$ cat src/include/dsr_pkg.sv
// package for the delivery status report responder
// assumes one system clock domain and the single design file under core/
package dsr_pkg;

  // ----------------------------------------------------------------
  // register map (byte addresses on the plain register port)
  // ----------------------------------------------------------------
  localparam logic [11:0] ADDR_CTRL = 12'h000;
  localparam logic [11:0] ADDR_STATUS = 12'h004;
  localparam logic [11:0] ADDR_PRN_FLAGS = 12'h008;
  localparam logic [3:0] FIELD_PAGE = 4'h1; // 0x100..0x1ff field text bytes

  // control register bits
  localparam int CTRL_PRINTER = 0;
  localparam int CTRL_PRESET = 1;
  localparam int CTRL_TCOMP = 2;
  localparam int CTRL_LPG_PET = 3;
  localparam int CTRL_DATE_USA = 4;
  localparam int CTRL_SETUP_BUSY = 5;
  localparam int CTRL_TEST = 6;
  localparam int CTRL_W = 7;
  localparam logic [CTRL_W-1:0] CTRL_RST = 7'h00;

  // status register bit positions
  localparam int STS_REPORT_SENT = 8;
  localparam int STS_TC_ACKED = 9;
  localparam int STS_ORIG_PRINTED = 10;
  localparam int STS_DUP_FAILED = 11;
  localparam int STS_START_BLOCK = 12;

  // printer flag bits (write one to clear)
  localparam int PF_TIMEOUT = 0;
  localparam int PF_PAPER_OUT = 1;

  // ----------------------------------------------------------------
  // status numbers
  // ----------------------------------------------------------------
  localparam logic [3:0] ST_READY = 4'h0;
  localparam logic [3:0] ST_WAIT_TC = 4'h1;
  localparam logic [3:0] ST_SLOW = 4'h2;
  localparam logic [3:0] ST_PRESTOP = 4'h3;
  localparam logic [3:0] ST_FULL = 4'h4;
  localparam logic [3:0] ST_ENDING = 4'h5;
  localparam logic [3:0] ST_AUTOFLOW = 4'h6;
  localparam logic [3:0] ST_ALARM = 4'h7;
  localparam logic [3:0] ST_WAIT_REQ = 4'h8;
  localparam logic [3:0] ST_PRN_DUP = 4'h9;
  localparam logic [3:0] ST_UNSENT = 4'ha;
  localparam logic [3:0] ST_DUP_FAIL = 4'hb;
  localparam logic [3:0] ST_BUSY = 4'hc;
  localparam logic [3:0] ST_TEST = 4'hd;
  localparam logic [3:0] ST_NO_REPORT = 4'he;

  // delivery phase reported by the metering logic
  typedef enum logic [2:0] {
    PH_COMPLETE = 3'b000,
    PH_SLOW = 3'b001,
    PH_PRESTOP = 3'b010,
    PH_FULL = 3'b011,
    PH_ENDING = 3'b100,
    PH_AUTOFLOW = 3'b101,
    PH_ALARM = 3'b110
  } phase_e;

  // decoded commands from the frame parser
  typedef enum logic [3:0] {
    CMD_STATUS = 4'h0,
    CMD_TC = 4'h1,
    CMD_PRESET_WR = 4'h2,
    CMD_PRESET_Q = 4'h3,
    CMD_DENS_WR = 4'h4,
    CMD_DENS_Q = 4'h5,
    CMD_PRINT = 4'h6,
    CMD_TOTALS = 4'h7,
    CMD_AUX = 4'h8,
    CMD_CLOCK = 4'h9,
    CMD_RATE = 4'ha,
    CMD_STOP = 4'hb,
    CMD_START = 4'hc,
    CMD_OTHER = 4'hf
  } cmd_e;

  // reply kinds
  typedef enum logic [2:0] {
    RT_STATUS = 3'b000,
    RT_TOTALS = 3'b001,
    RT_AUX = 3'b010,
    RT_CLOCK = 3'b011,
    RT_RATE = 3'b100,
    RT_PRESET = 3'b101,
    RT_DENS = 3'b110,
    RT_INVALID = 3'b111
  } reply_e;

  // ----------------------------------------------------------------
  // reply items: text fields 0..17, then special tokens
  // ----------------------------------------------------------------
  localparam logic [4:0] F_ID = 5'd0;
  localparam logic [4:0] F_DELNO = 5'd1;
  localparam logic [4:0] F_NET = 5'd2;
  localparam logic [4:0] F_NET_ACC = 5'd3;
  localparam logic [4:0] F_GROSS = 5'd4;
  localparam logic [4:0] F_GROSS_ACC = 5'd5;
  localparam logic [4:0] F_TEMP = 5'd6;
  localparam logic [4:0] F_PRESET = 5'd7;
  localparam logic [4:0] F_TRUCK = 5'd8;
  localparam logic [4:0] F_END_DATE = 5'd9;
  localparam logic [4:0] F_START_TIME = 5'd10;
  localparam logic [4:0] F_FINISH_TIME = 5'd11;
  localparam logic [4:0] F_METER = 5'd12;
  localparam logic [4:0] F_UNITS = 5'd13;
  localparam logic [4:0] F_CUR_DATE = 5'd14;
  localparam logic [4:0] F_CUR_TIME = 5'd15;
  localparam logic [4:0] F_RATE = 5'd16;
  localparam logic [4:0] F_DENSITY = 5'd17;
  localparam logic [4:0] I_STAT = 5'd24;
  localparam logic [4:0] I_FMT = 5'd25;
  localparam logic [4:0] I_CSUM = 5'd26;
  localparam logic [4:0] I_INV = 5'd27;
  localparam logic [4:0] I_END = 5'd31;

  // ----------------------------------------------------------------
  // ascii characters
  // ----------------------------------------------------------------
  localparam logic [7:0] CH_SPACE = 8'h20;
  localparam logic [7:0] CH_S = 8'h53;
  localparam logic [7:0] CH_ZERO = 8'h30;
  localparam logic [7:0] CH_ONE = 8'h31;
  localparam logic [7:0] CH_QUERY = 8'h3f;
  localparam logic [7:0] CH_CR = 8'h0d;
  localparam logic [7:0] CH_LF = 8'h0a;
  localparam logic [7:0] CH_NUL = 8'h00;

endpackage : dsr_pkg

$ cat src/core/delivery_status_report_responder.sv
// response generator for the framed ascii host link of a delivery totaliser
// assumes a frame parser delivers decoded commands and a uart drains tx bytes
`timescale 1ns/1ps
`default_nettype none

// Overview of operation
// status reply is ID, S, two digits
// hand-held mode completion codes 00 01 08 10
// batch phases give 02 03 04 05
// auto flow 06, flow alarm 07
// setup modes 12, display test 13
// 14 only for totals or print request
// 09 and 11 never without printer
// printer mode 00 and 01 after original
// 08/09 before printing; hand-held then silent; code gives 08 while prn_orig_busy and 09 while prn_dup_busy
// printer mode 10 and 11 on failures
// setup modes answer every command with status
// preset commands valid only in preset mode
// density commands valid only for LPG/petroleum
// totals preset and gross/temp are optional
// auxiliary report field order fixed
// clock report field order fixed
// date format code 0 or 1
// checksum before CR LF on three reports
// variable text fields separated by spaces
// rate reply, temperature only when compensated
// preset and density query reply layouts
// printer flags; block start until original printed
// checksum makes byte sum zero
// every reply ends CR LF
// status as two ascii decimal digits
module delivery_status_report_responder
  import dsr_pkg::*;
#(
  parameter int FIELDS = 32,
  parameter int FIELD_CHARS = 8
) (
  // clock, reset, enable
  input wire logic clk_sys,
  input wire logic rst_n,
  input wire logic ce,
  // register port
  input wire logic [11:0] reg_addr,
  input wire logic [31:0] reg_wdata,
  input wire logic reg_wr,
  input wire logic reg_rd,
  output logic [31:0] reg_rdata,
  // decoded command from the frame parser
  input wire logic cmd_valid,
  input wire logic [3:0] cmd_code,
  output logic cmd_ready,
  // reply byte stream
  output logic [7:0] tx_data,
  output logic tx_valid,
  input wire logic tx_ready,
  // delivery and printer state
  input wire logic [2:0] phase,
  input wire logic deliv_start,
  input wire logic below_min,
  input wire logic hh_comm_err,
  input wire logic prn_orig_busy,
  input wire logic prn_dup_busy,
  input wire logic prn_orig_done,
  input wire logic prn_fail,
  input wire logic prn_timeout,
  input wire logic paper_out,
  // actions to the rest of the unit
  output logic act_tc,
  output logic act_stop,
  output logic act_start,
  output logic act_print,
  output logic start_block
);

  // ----------------------------------------------------------------
  // elaboration check
  // ----------------------------------------------------------------
  if (FIELDS != 32 || FIELD_CHARS != 8) begin : g_bad_geometry
    $error("field memory geometry must be 32 fields of 8 characters");
  end

  // ----------------------------------------------------------------
  // declarations
  // ----------------------------------------------------------------
  typedef enum logic [2:0] {
    S_IDLE = 3'b000,
    S_ITEM = 3'b001,
    S_BODY = 3'b010,
    S_D1 = 3'b011,
    S_D0 = 3'b100,
    S_LF = 3'b101,
    S_DONE = 3'b110
  } tx_state_e;

  logic [7:0] fld_mem [0:FIELDS*FIELD_CHARS-1];
  logic [CTRL_W-1:0] ctrl_r;
  logic [1:0] prn_flags_r;
  logic report_sent_r;
  logic tc_acked_r;
  logic orig_printed_r;
  logic dup_failed_r;
  tx_state_e st_r, st_nxt;
  reply_e rt_r;
  logic [3:0] it_r, it_nxt;
  logic [2:0] ch_r, ch_nxt;
  logic [7:0] sum_r;
  logic [3:0] code_r;
  logic [7:0] tx_data_nxt;
  logic emit;
  logic step;
  logic [4:0] item;
  logic [7:0] fld_byte;
  logic [3:0] status_now;
  logic wr_flags;
  logic finish;

  // ----------------------------------------------------------------
  // functions
  // ----------------------------------------------------------------
  // item sequence of each reply kind
  function automatic logic [4:0] script(input reply_e rt, input logic [3:0] i);
    logic [4:0] r;
    r = I_END;
    case (rt)
      RT_STATUS: r = (i == 4'd0) ? F_ID : (i == 4'd1) ? I_STAT : I_END;
      RT_TOTALS: begin
        case (i)
          4'd0: r = F_ID;
          4'd1: r = F_DELNO;
          4'd2: r = F_NET;
          4'd3: r = F_NET_ACC;
          4'd4: r = F_GROSS;
          4'd5: r = F_GROSS_ACC;
          4'd6: r = F_TEMP;
          4'd7: r = F_PRESET;
          4'd8: r = F_TRUCK;
          4'd9: r = I_CSUM;
          default: r = I_END;
        endcase
      end
      RT_AUX: begin
        case (i)
          4'd0: r = F_ID;
          4'd1: r = F_END_DATE;
          4'd2: r = F_START_TIME;
          4'd3: r = F_FINISH_TIME;
          4'd4: r = F_METER;
          4'd5: r = F_UNITS;
          4'd6: r = I_CSUM;
          default: r = I_END;
        endcase
      end
      RT_CLOCK: begin
        case (i)
          4'd0: r = F_ID;
          4'd1: r = F_CUR_DATE;
          4'd2: r = F_CUR_TIME;
          4'd3: r = I_FMT;
          4'd4: r = I_CSUM;
          default: r = I_END;
        endcase
      end
      RT_RATE: r = (i == 4'd0) ? F_ID : (i == 4'd1) ? F_RATE : (i == 4'd2) ? F_TEMP : I_END;
      RT_PRESET: r = (i == 4'd0) ? F_ID : (i == 4'd1) ? F_PRESET : I_END;
      RT_DENS: r = (i == 4'd0) ? F_ID : (i == 4'd1) ? F_DENSITY : I_END;
      RT_INVALID: r = (i == 4'd0) ? F_ID : (i == 4'd1) ? I_INV : I_END;
      default: r = I_END;
    endcase
    return r;
  endfunction : script

  // ascii digit of a value below ten
  function automatic logic [7:0] digit(input logic [3:0] v);
    return CH_ZERO + {4'h0, v};
  endfunction : digit

  // ----------------------------------------------------------------
  // status number from delivery and printer state
  // ----------------------------------------------------------------
  always_comb begin
    status_now = ST_READY;
    if (ctrl_r[CTRL_SETUP_BUSY]) begin
      status_now = ST_BUSY;
    end else if (ctrl_r[CTRL_TEST]) begin
      status_now = ST_TEST;
    end else begin
      case (phase_e'(phase))
        PH_SLOW: status_now = ST_SLOW;
        PH_PRESTOP: status_now = ST_PRESTOP;
        PH_FULL: status_now = ST_FULL;
        PH_ENDING: status_now = ST_ENDING;
        PH_AUTOFLOW: status_now = ST_AUTOFLOW;
        PH_ALARM: status_now = ST_ALARM;
        PH_COMPLETE: begin
          if (ctrl_r[CTRL_PRINTER]) begin
            if (prn_orig_busy) begin
              status_now = ST_WAIT_REQ;
            end else if (prn_dup_busy) begin
              status_now = ST_PRN_DUP;
            end else if (!orig_printed_r) begin
              status_now = ST_UNSENT;
            end else if (dup_failed_r) begin
              status_now = ST_DUP_FAIL;
            end else begin
              status_now = tc_acked_r ? ST_READY : ST_WAIT_TC;
            end
          end else begin
            // 09 and 11 are unreachable on this branch
            if (hh_comm_err) begin
              status_now = ST_UNSENT;
            end else if (!report_sent_r) begin
              status_now = ST_WAIT_REQ;
            end else begin
              status_now = tc_acked_r ? ST_READY : ST_WAIT_TC;
            end
          end
        end
        default: status_now = ST_READY;
      endcase
    end
  end

  // ----------------------------------------------------------------
  // register port
  // ----------------------------------------------------------------
  assign wr_flags = ce && reg_wr && reg_addr == ADDR_PRN_FLAGS;

  // control register
  always_ff @(posedge clk_sys or negedge rst_n) begin
    if (!rst_n) begin
      ctrl_r <= CTRL_RST;
    end else if (ce && reg_wr && reg_addr == ADDR_CTRL) begin
      ctrl_r <= reg_wdata[CTRL_W-1:0];
    end
  end

  // field text memory, written by software; zero bytes are skipped
  always_ff @(posedge clk_sys) begin
    if (ce && reg_wr && reg_addr[11:8] == FIELD_PAGE) begin
      fld_mem[reg_addr[7:0]] <= reg_wdata[7:0];
    end
  end

  // read data, one cycle after the strobe
  always_ff @(posedge clk_sys or negedge rst_n) begin
    if (!rst_n) begin
      reg_rdata <= 32'h0000_0000;
    end else if (ce) begin
      reg_rdata <= 32'h0000_0000;
      if (reg_rd) begin
        if (reg_addr == ADDR_CTRL) begin
          reg_rdata[CTRL_W-1:0] <= ctrl_r;
        end else if (reg_addr == ADDR_STATUS) begin
          reg_rdata[3:0] <= status_now;
          reg_rdata[STS_REPORT_SENT] <= report_sent_r;
          reg_rdata[STS_TC_ACKED] <= tc_acked_r;
          reg_rdata[STS_ORIG_PRINTED] <= orig_printed_r;
          reg_rdata[STS_DUP_FAILED] <= dup_failed_r;
          reg_rdata[STS_START_BLOCK] <= start_block;
        end else if (reg_addr == ADDR_PRN_FLAGS) begin
          reg_rdata[1:0] <= prn_flags_r;
        end else if (reg_addr[11:8] == FIELD_PAGE) begin
          reg_rdata[7:0] <= fld_mem[reg_addr[7:0]];
        end
      end
    end
  end

  // ----------------------------------------------------------------
  // printer error flags, sticky, write one to clear, set wins
  // ----------------------------------------------------------------
  always_ff @(posedge clk_sys or negedge rst_n) begin
    if (!rst_n) begin
      prn_flags_r <= 2'h0;
    end else if (ce) begin
      prn_flags_r[PF_TIMEOUT] <= prn_timeout ||
        (prn_flags_r[PF_TIMEOUT] && !(wr_flags && reg_wdata[PF_TIMEOUT]));
      prn_flags_r[PF_PAPER_OUT] <= paper_out ||
        (prn_flags_r[PF_PAPER_OUT] && !(wr_flags && reg_wdata[PF_PAPER_OUT]));
    end
  end

  // ----------------------------------------------------------------
  // delivery bookkeeping; a new delivery clears, events win
  // ----------------------------------------------------------------
  assign finish = step && st_r == S_LF;

  always_ff @(posedge clk_sys or negedge rst_n) begin
    if (!rst_n) begin
      report_sent_r <= 1'b0;
      tc_acked_r <= 1'b0;
      orig_printed_r <= 1'b1;
      dup_failed_r <= 1'b0;
    end else if (ce) begin
      if (finish && rt_r == RT_TOTALS) begin
        report_sent_r <= 1'b1;
      end else if (deliv_start) begin
        report_sent_r <= 1'b0;
      end
      if (cmd_valid && cmd_ready && cmd_code == CMD_TC) begin
        tc_acked_r <= 1'b1;
      end else if (deliv_start) begin
        tc_acked_r <= 1'b0;
      end
      if (prn_orig_done) begin
        orig_printed_r <= 1'b1;
      end else if (deliv_start) begin
        orig_printed_r <= 1'b0;
      end
      if (prn_fail && prn_dup_busy) begin
        dup_failed_r <= 1'b1;
      end else if (deliv_start || prn_dup_busy) begin
        dup_failed_r <= 1'b0;
      end
    end
  end

  // start is refused while the original ticket is still owed
  always_ff @(posedge clk_sys or negedge rst_n) begin
    if (!rst_n) begin
      start_block <= 1'b0;
    end else if (ce) begin
      start_block <= ctrl_r[CTRL_PRINTER] && !orig_printed_r &&
        phase_e'(phase) == PH_COMPLETE;
    end
  end

  // ----------------------------------------------------------------
  // command decode and action strobes
  // ----------------------------------------------------------------
  always_ff @(posedge clk_sys or negedge rst_n) begin
    if (!rst_n) begin
      rt_r <= RT_STATUS;
      code_r <= ST_READY;
      act_tc <= 1'b0;
      act_stop <= 1'b0;
      act_start <= 1'b0;
      act_print <= 1'b0;
    end else if (ce) begin
      act_tc <= 1'b0;
      act_stop <= 1'b0;
      act_start <= 1'b0;
      act_print <= 1'b0;
      if (cmd_valid && cmd_ready) begin
        code_r <= status_now;
        rt_r <= RT_STATUS;
        if (ctrl_r[CTRL_SETUP_BUSY]) begin
          rt_r <= RT_STATUS;
        end else begin
          case (cmd_e'(cmd_code))
            CMD_TC: act_tc <= 1'b1;
            CMD_STOP: act_stop <= 1'b1;
            CMD_START: act_start <= !start_block;
            CMD_PRINT: begin
              if (!ctrl_r[CTRL_PRINTER]) begin
                rt_r <= RT_INVALID;
              end else if (below_min) begin
                code_r <= ST_NO_REPORT;
              end else begin
                act_print <= 1'b1;
              end
            end
            CMD_TOTALS: begin
              if (below_min) begin
                code_r <= ST_NO_REPORT;
              end else begin
                rt_r <= RT_TOTALS;
              end
            end
            CMD_PRESET_WR, CMD_PRESET_Q:
              rt_r <= ctrl_r[CTRL_PRESET] ? RT_PRESET : RT_INVALID;
            CMD_DENS_WR, CMD_DENS_Q:
              rt_r <= ctrl_r[CTRL_LPG_PET] ? RT_DENS : RT_INVALID;
            CMD_AUX: rt_r <= RT_AUX;
            CMD_CLOCK: rt_r <= RT_CLOCK;
            CMD_RATE: rt_r <= RT_RATE;
            CMD_STATUS: rt_r <= RT_STATUS;
            default: rt_r <= RT_INVALID;
          endcase
        end
      end
    end
  end

  // ----------------------------------------------------------------
  // reply byte engine
  // ----------------------------------------------------------------
  assign step = ce && (!tx_valid || tx_ready);
  assign item = script(rt_r, it_r);
  assign fld_byte = fld_mem[{item, ch_r}];

  // next byte and next position of the reply walk
  always_comb begin
    st_nxt = st_r;
    it_nxt = it_r;
    ch_nxt = ch_r;
    emit = 1'b0;
    tx_data_nxt = CH_NUL;
    case (st_r)
      S_IDLE: begin
        it_nxt = 4'd0;
        ch_nxt = 3'd0;
        if (cmd_valid && cmd_ready) begin
          st_nxt = S_DONE; // one cycle to settle the decode
        end
      end
      S_DONE: st_nxt = S_ITEM;
      S_ITEM: begin
        ch_nxt = 3'd0;
        if (item == I_END) begin
          emit = 1'b1;
          tx_data_nxt = CH_CR;
          st_nxt = S_LF;
        end else if ((item == F_PRESET && rt_r == RT_TOTALS && !ctrl_r[CTRL_PRESET]) ||
                     ((item == F_GROSS || item == F_GROSS_ACC || item == F_TEMP) &&
                      !ctrl_r[CTRL_TCOMP])) begin
          it_nxt = it_r + 4'd1;
        end else begin
          emit = it_r != 4'd0;
          tx_data_nxt = CH_SPACE;
          st_nxt = S_BODY;
        end
      end
      S_BODY: begin
        emit = 1'b1;
        st_nxt = S_ITEM;
        it_nxt = it_r + 4'd1;
        case (item)
          I_STAT: begin
            tx_data_nxt = CH_S;
            st_nxt = S_D1;
            it_nxt = it_r;
          end
          I_FMT: tx_data_nxt = ctrl_r[CTRL_DATE_USA] ? CH_ONE : CH_ZERO;
          I_CSUM: tx_data_nxt = 8'h00 - sum_r;
          I_INV: tx_data_nxt = CH_QUERY;
          default: begin
            emit = fld_byte != CH_NUL;
            tx_data_nxt = fld_byte;
            ch_nxt = ch_r + 3'd1;
            if (ch_r != 3'(FIELD_CHARS - 1)) begin
              st_nxt = S_BODY;
              it_nxt = it_r;
            end
          end
        endcase
      end
      S_D1: begin
        emit = 1'b1;
        tx_data_nxt = (code_r >= 4'd10) ? CH_ONE : CH_ZERO;
        st_nxt = S_D0;
      end
      S_D0: begin
        emit = 1'b1;
        tx_data_nxt = digit((code_r >= 4'd10) ? code_r - 4'd10 : code_r);
        st_nxt = S_ITEM;
        it_nxt = it_r + 4'd1;
      end
      S_LF: begin
        emit = 1'b1;
        tx_data_nxt = CH_LF;
        st_nxt = S_IDLE;
      end
      default: st_nxt = S_IDLE;
    endcase
  end

  // walk position, a new command is taken only when idle
  always_ff @(posedge clk_sys or negedge rst_n) begin
    if (!rst_n) begin
      st_r <= S_IDLE;
      it_r <= 4'd0;
      ch_r <= 3'd0;
      cmd_ready <= 1'b0;
    end else if (ce) begin
      cmd_ready <= (st_nxt == S_IDLE) && step && !emit && !(cmd_valid && cmd_ready);
      if (step) begin
        st_r <= st_nxt;
        it_r <= it_nxt;
        ch_r <= ch_nxt;
      end
    end
  end

  // running byte sum for the checksum; cleared at each new reply
  always_ff @(posedge clk_sys or negedge rst_n) begin
    if (!rst_n) begin
      sum_r <= 8'h00;
    end else if (step) begin
      if (st_r == S_IDLE) begin
        sum_r <= 8'h00;
      end else if (emit) begin
        sum_r <= sum_r + tx_data_nxt;
      end
    end
  end

  // output byte register
  always_ff @(posedge clk_sys or negedge rst_n) begin
    if (!rst_n) begin
      tx_valid <= 1'b0;
      tx_data <= 8'h00;
    end else if (step) begin
      tx_valid <= emit;
      if (emit) begin
        tx_data <= tx_data_nxt;
      end
    end
  end

endmodule : delivery_status_report_responder
`default_nettype wire

$ cat config.mk
export PLATFORM = sky130hd
export DESIGN_NAME = delivery_status_report_responder
export DESIGN_NICKNAME = d
export VERILOG_FILES = /design/src/include/dsr_pkg.sv /design/src/core/delivery_status_report_responder.sv
export SDC_FILE = /design/constraint.sdc
export NUM_CORES = 2
export LEC_CHECK = 0
export ABC_AREA = 1
export ABC_CLOCK_PERIOD_IN_PS = 4320
export CAP_MARGIN = 20
export CORE_MARGIN = 2
export CORE_UTILIZATION = 40
export DETAILED_ROUTE_END_ITERATION = 8
export DONT_BUFFER_PORTS = 1
export HOLD_SLACK_MARGIN = 0.03
export SYNTH_ARGS = -nofsm -noshare
export SYNTH_HDL_FRONTEND = slang
export SYNTH_SLANG_ARGS = --single-unit
$ cat constraint.sdc
create_clock -name clk_sys -period 4.32 [get_ports clk_sys]
set_clock_uncertainty 0.05 [all_clocks]
set_input_delay 0.432 -clock clk_sys [delete_from_list [all_inputs] [get_ports clk_sys]]
set_output_delay 0.432 -clock clk_sys [all_outputs]
set_load 0.01 [all_outputs]
==> out/qor.csv <==
stage,metric,value,unit
cells_and_area,final net count,9905,
timing,pins over their slew limit,273,
timing,Relative slew margins,-18.6,%
grt,total gr overflow,0,
power_and_ir_drop,combinational fraction of design power,38.1,%
logic_synthesis,sequential fraction of the synthesis area,63.8,%
floorplan,# IOs,114,
power_and_ir_drop,Reg power frac,34.0,%
grt,initial antenna violation count,20,
timing,final worst slack,-0.331,ns
detailed_routing,drt via density,6.55,
timing,Final Cycle Share,108,%
power_and_ir_drop,static leakage,0.0415,uW
placement,Final HPWL DP,278,mm
grt,global-route wire length before repair,590,mm
min_path,min-delay src,reg_wdata[7],
setup_path,critical path class,flip-flop to flip-flop,
cells_and_area,layout cell share with drive strength beyond 1,16.4,%
power_and_ir_drop,sw power,24800,uW
logic_synthesis,syn avg cell area,10.8,um2
floorplan,core area,246000,um2
logic_synthesis,synth warn,0,
power_and_ir_drop,PD cells,563,nW/um2
detailed_routing,Wirelength per Cell,31.8,um
logic_synthesis,synthesis-stage register bit count,2114,
placement,RD Place Congestion,1.03,
grt,largest net degree at the start of global routing,258,
detailed_routing,DR iter-0 viols,14068,
detailed_routing,DR vias,86724,
clock_tree,CTS Buffer Depth,3,
logic_synthesis,Post-synth EDFFs,2048,
setup_path,Critical Path RT,5.08,ns
clock_tree,CTS root buf,clkbuf_16,
outcome,failing checks,"max-slew violations, negative setup slack",
power_and_ir_drop,Sw Ratio,37.0,%
logic_synthesis,post-synth cell types,62,
detailed_routing,DRC viols,0,
setup_path,slowest cell delay on critical path,0.59,ns
power_and_ir_drop,Max VDD drop,0.000536,V
clock_tree,Num Clock Sinks,2114,
floorplan,row count,182,
setup_path,CP Capture Type,flip-flop,
cells_and_area,layout overhead on the synthesized area,20.3,%
timing,worst slew pin tran,1.78,ns
detailed_routing,DRT Pass-1 Iters,9,
clock_tree,H-tree levels,4,
cells_and_area,post-route insts no fill,13248,
power_and_ir_drop,total power,67100,uW
clock_tree,clock slew at reported path FFs,0.06,ns
timing,hold slack,0.0182,ns
cells_and_area,most frequent cells in the layout,"edfxtp_1 (2,048), nor2_1 (1,211), nand2_1 (1,090)",
setup_path,"most used cell, CP",buf_4,
placement,PortBufs,0,
setup_path,slowest cell on the critical path,dfrtp_4,
floorplan,Initial Util,40.2,%
clock_tree,TritonCTS clock tree,done,
power_and_ir_drop,Pint,42200,uW
floorplan,die area,251000,um2
clock_tree,Num CTS Buffers,222,
outcome,outcome,"finished, violations left",
floorplan,Chip Width,501,um
setup_path,Critical Path Start,ch_r[0]$_DFFE_PN0P_,
timing,Final Critical Period,4.65,ns
timing,FMAX,215,MHz
floorplan,Die Span Y,501,um
setup_path,startpoint type of the worst setup path,flip-flop,
setup_path,Worst EP arrival,5.41,ns
cells_and_area,"commonest non-fill, non-tap cell in the layout",edfxtp_1,
logic_synthesis,"Async S/R FF share, synth",3.12,%
clock_tree,Clock Latency Late Sink,0.93,ns
detailed_routing,Final ANT Viol Nets,0,
setup_path,Reg-to-Reg Start,ch_r[0]$_DFFE_PN0P_,
run,max cap viols,0,
min_path,worst min path class,input port to flip-flop,
detailed_routing,DRT Wirelength,421,mm
grt,vias in the first global route,80774,
logic_synthesis,Synth Cell Area,98900,um2
logic_synthesis,Synth Instances,9176,
timing,unrepaired setup endpoints after global routing,true,
grt,gr usage total,32.3,%
logic_synthesis,prevailing post-synth register cell,edfxtp_1,
power_and_ir_drop,Clk pwr share,27.9,%
setup_path,Crit Path Max Fanout,31,
timing,# setup viols final,6,
placement,placed insts,12714,
timing,"Hold Vio Cnt, Final",0,
==> worst max-delay path: cells and delay by family, from the launching register on <==
family,cells,cell delay [ns]
AO/OA/AOI/OAI,1,0.13
buffers and inverters,17,2.43
flip-flops,1,0.59
AND/OR/NAND/NOR,16,1.33
==> cell type report <==
cell class | instances | area, um2
clock inverters | 126 | 1140
diodes | 23 | 57.6
well taps | 3220 | 4030
inverters | 170 | 714
fillers | 21801 | 127000
repair inverters | 1 | 8.76
clock buffers | 281 | 5820
repair buffers | 1185 | 11400
flip-flops and latches | 2114 | 63200
multi-input cells | 6128 | 32700
==> layer usage <==
layer / track usage, % / part of all wire [%]
met2: 46.3 / 42
met5: 0 / 0.022
met1: 42.7 / 37
met3: 9.88 / 14
met4: 19.8 / 7.1
==> sequential cells by signal, indices dropped and copies added (netlist names) <==
name / count
tx_data: 8
reg_rdata: 13
rt_r: 3
it_r: 4
prn_flags_r: 2
orig_printed_r: 1
report_sent_r: 1
tc_acked_r: 1
st_r: 3
act_start: 1
start_block: 1
sum_r: 8
cmd_ready: 1
act_tc: 1
dup_failed_r: 1
code_r: 4
ctrl_r: 7
act_print: 1
act_stop: 1
fld_mem: 2048
tx_valid: 1
ch_r: 3
==> through the flow <==
step / TNS (ns) / util (%) / setup WS (ns) / area (um2)
after floorplan: 0 / - / 0.244 / 99000
after global placement: -2.55 / 44.7 / -0.680 / 110000
after detailed placement: -2.50 / 44.7 / -0.638 / 110000
after CTS: -0.844 / 48.0 / -0.239 / 118000
after global routing: -1.80 / 48.4 / -0.441 / 119000
final: -1.19 / 48.4 / -0.331 / 119000
==> power groups by stage <==
| stage | clock network (uW) | registers (uW) | logic (uW) |
|---|---|---|---|
| 2_1_floorplan | 0 | 23200 | 10400 |
| 3_3_place_gp | 0 | 23200 | 21200 |
| 3_5_place_dp | 0 | 23200 | 21300 |
| 4_1_cts | 18700 | 22800 | 23000 |
| 5_1_grt | 19500 | 22800 | 26400 |
| 6_report | 18700 | 22800 | 25600 |
==> worst paths after layout <==
check / end / depth (start not counted) / slack [ns]
max reg2reg: tx_data[0]$_DFFE_PN0P_ / 34 / -0.33
min: fld_mem[182][7]$_DFFE_PP_ / 1 / 0.02
max: tx_data[0]$_DFFE_PN0P_ / 34 / -0.33
min reg2reg: ctrl_r[4]$_DFFE_PN0P_ / 1 / 0.50
min in group asynchronous: orig_printed_r$_DFFE_PN1P_ / 3 / 0.61
max in group asynchronous: ch_r[2]$_DFFE_PN0P_ / 4 / 3.24
==> Yosys cell counts (16+ instances only) <==
library cell / instances / area (um2)
or2_2: 16 / 100
nor3_1: 27 / 135
o221ai_1: 192 / 1680
buf_4: 27 / 203
inv_1: 150 / 563
buf_1: 73 / 274
buf_2: 85 / 425
a22oi_1: 1064 / 7990
dfrtp_1: 65 / 1630
o21ai_0: 935 / 4680
nor4_1: 86 / 538
o211ai_1: 20 / 150
a21oi_1: 552 / 2760
o22ai_1: 247 / 1550
nor2_1: 1223 / 4590
edfxtp_1: 2048 / 61500
clkbuf_1: 589 / 2210
nand2_1: 1155 / 4340
nand3_1: 429 / 2150
nand4_1: 45 / 282
==> repair_timing <==
| action | 4_1_cts | 5_1_grt |
|---|---|---|
| pin swaps | 13 | 57 |
| endpoints found under the hold margin | 2159 | 68 |
| setup buffers | 24 | 21 |
| cloned | 5 | 5 |
| resized for setup | 59 | 177 |
| endpoints found under the setup margin | 18 | 18 |
| hold buffers | 49 | 1 |
==> kinds of logic after synthesis <==
family | synth area share [%]
compound gates | 19.4
xor+xnor | 0.0708
fa+ha+maj | 0.210
buf+inv | 3.88
flops | 63.8
mux | 0.0228
other cells | 0.00379
simple gates | 12.6
Power figures use the tool's default switching activity.
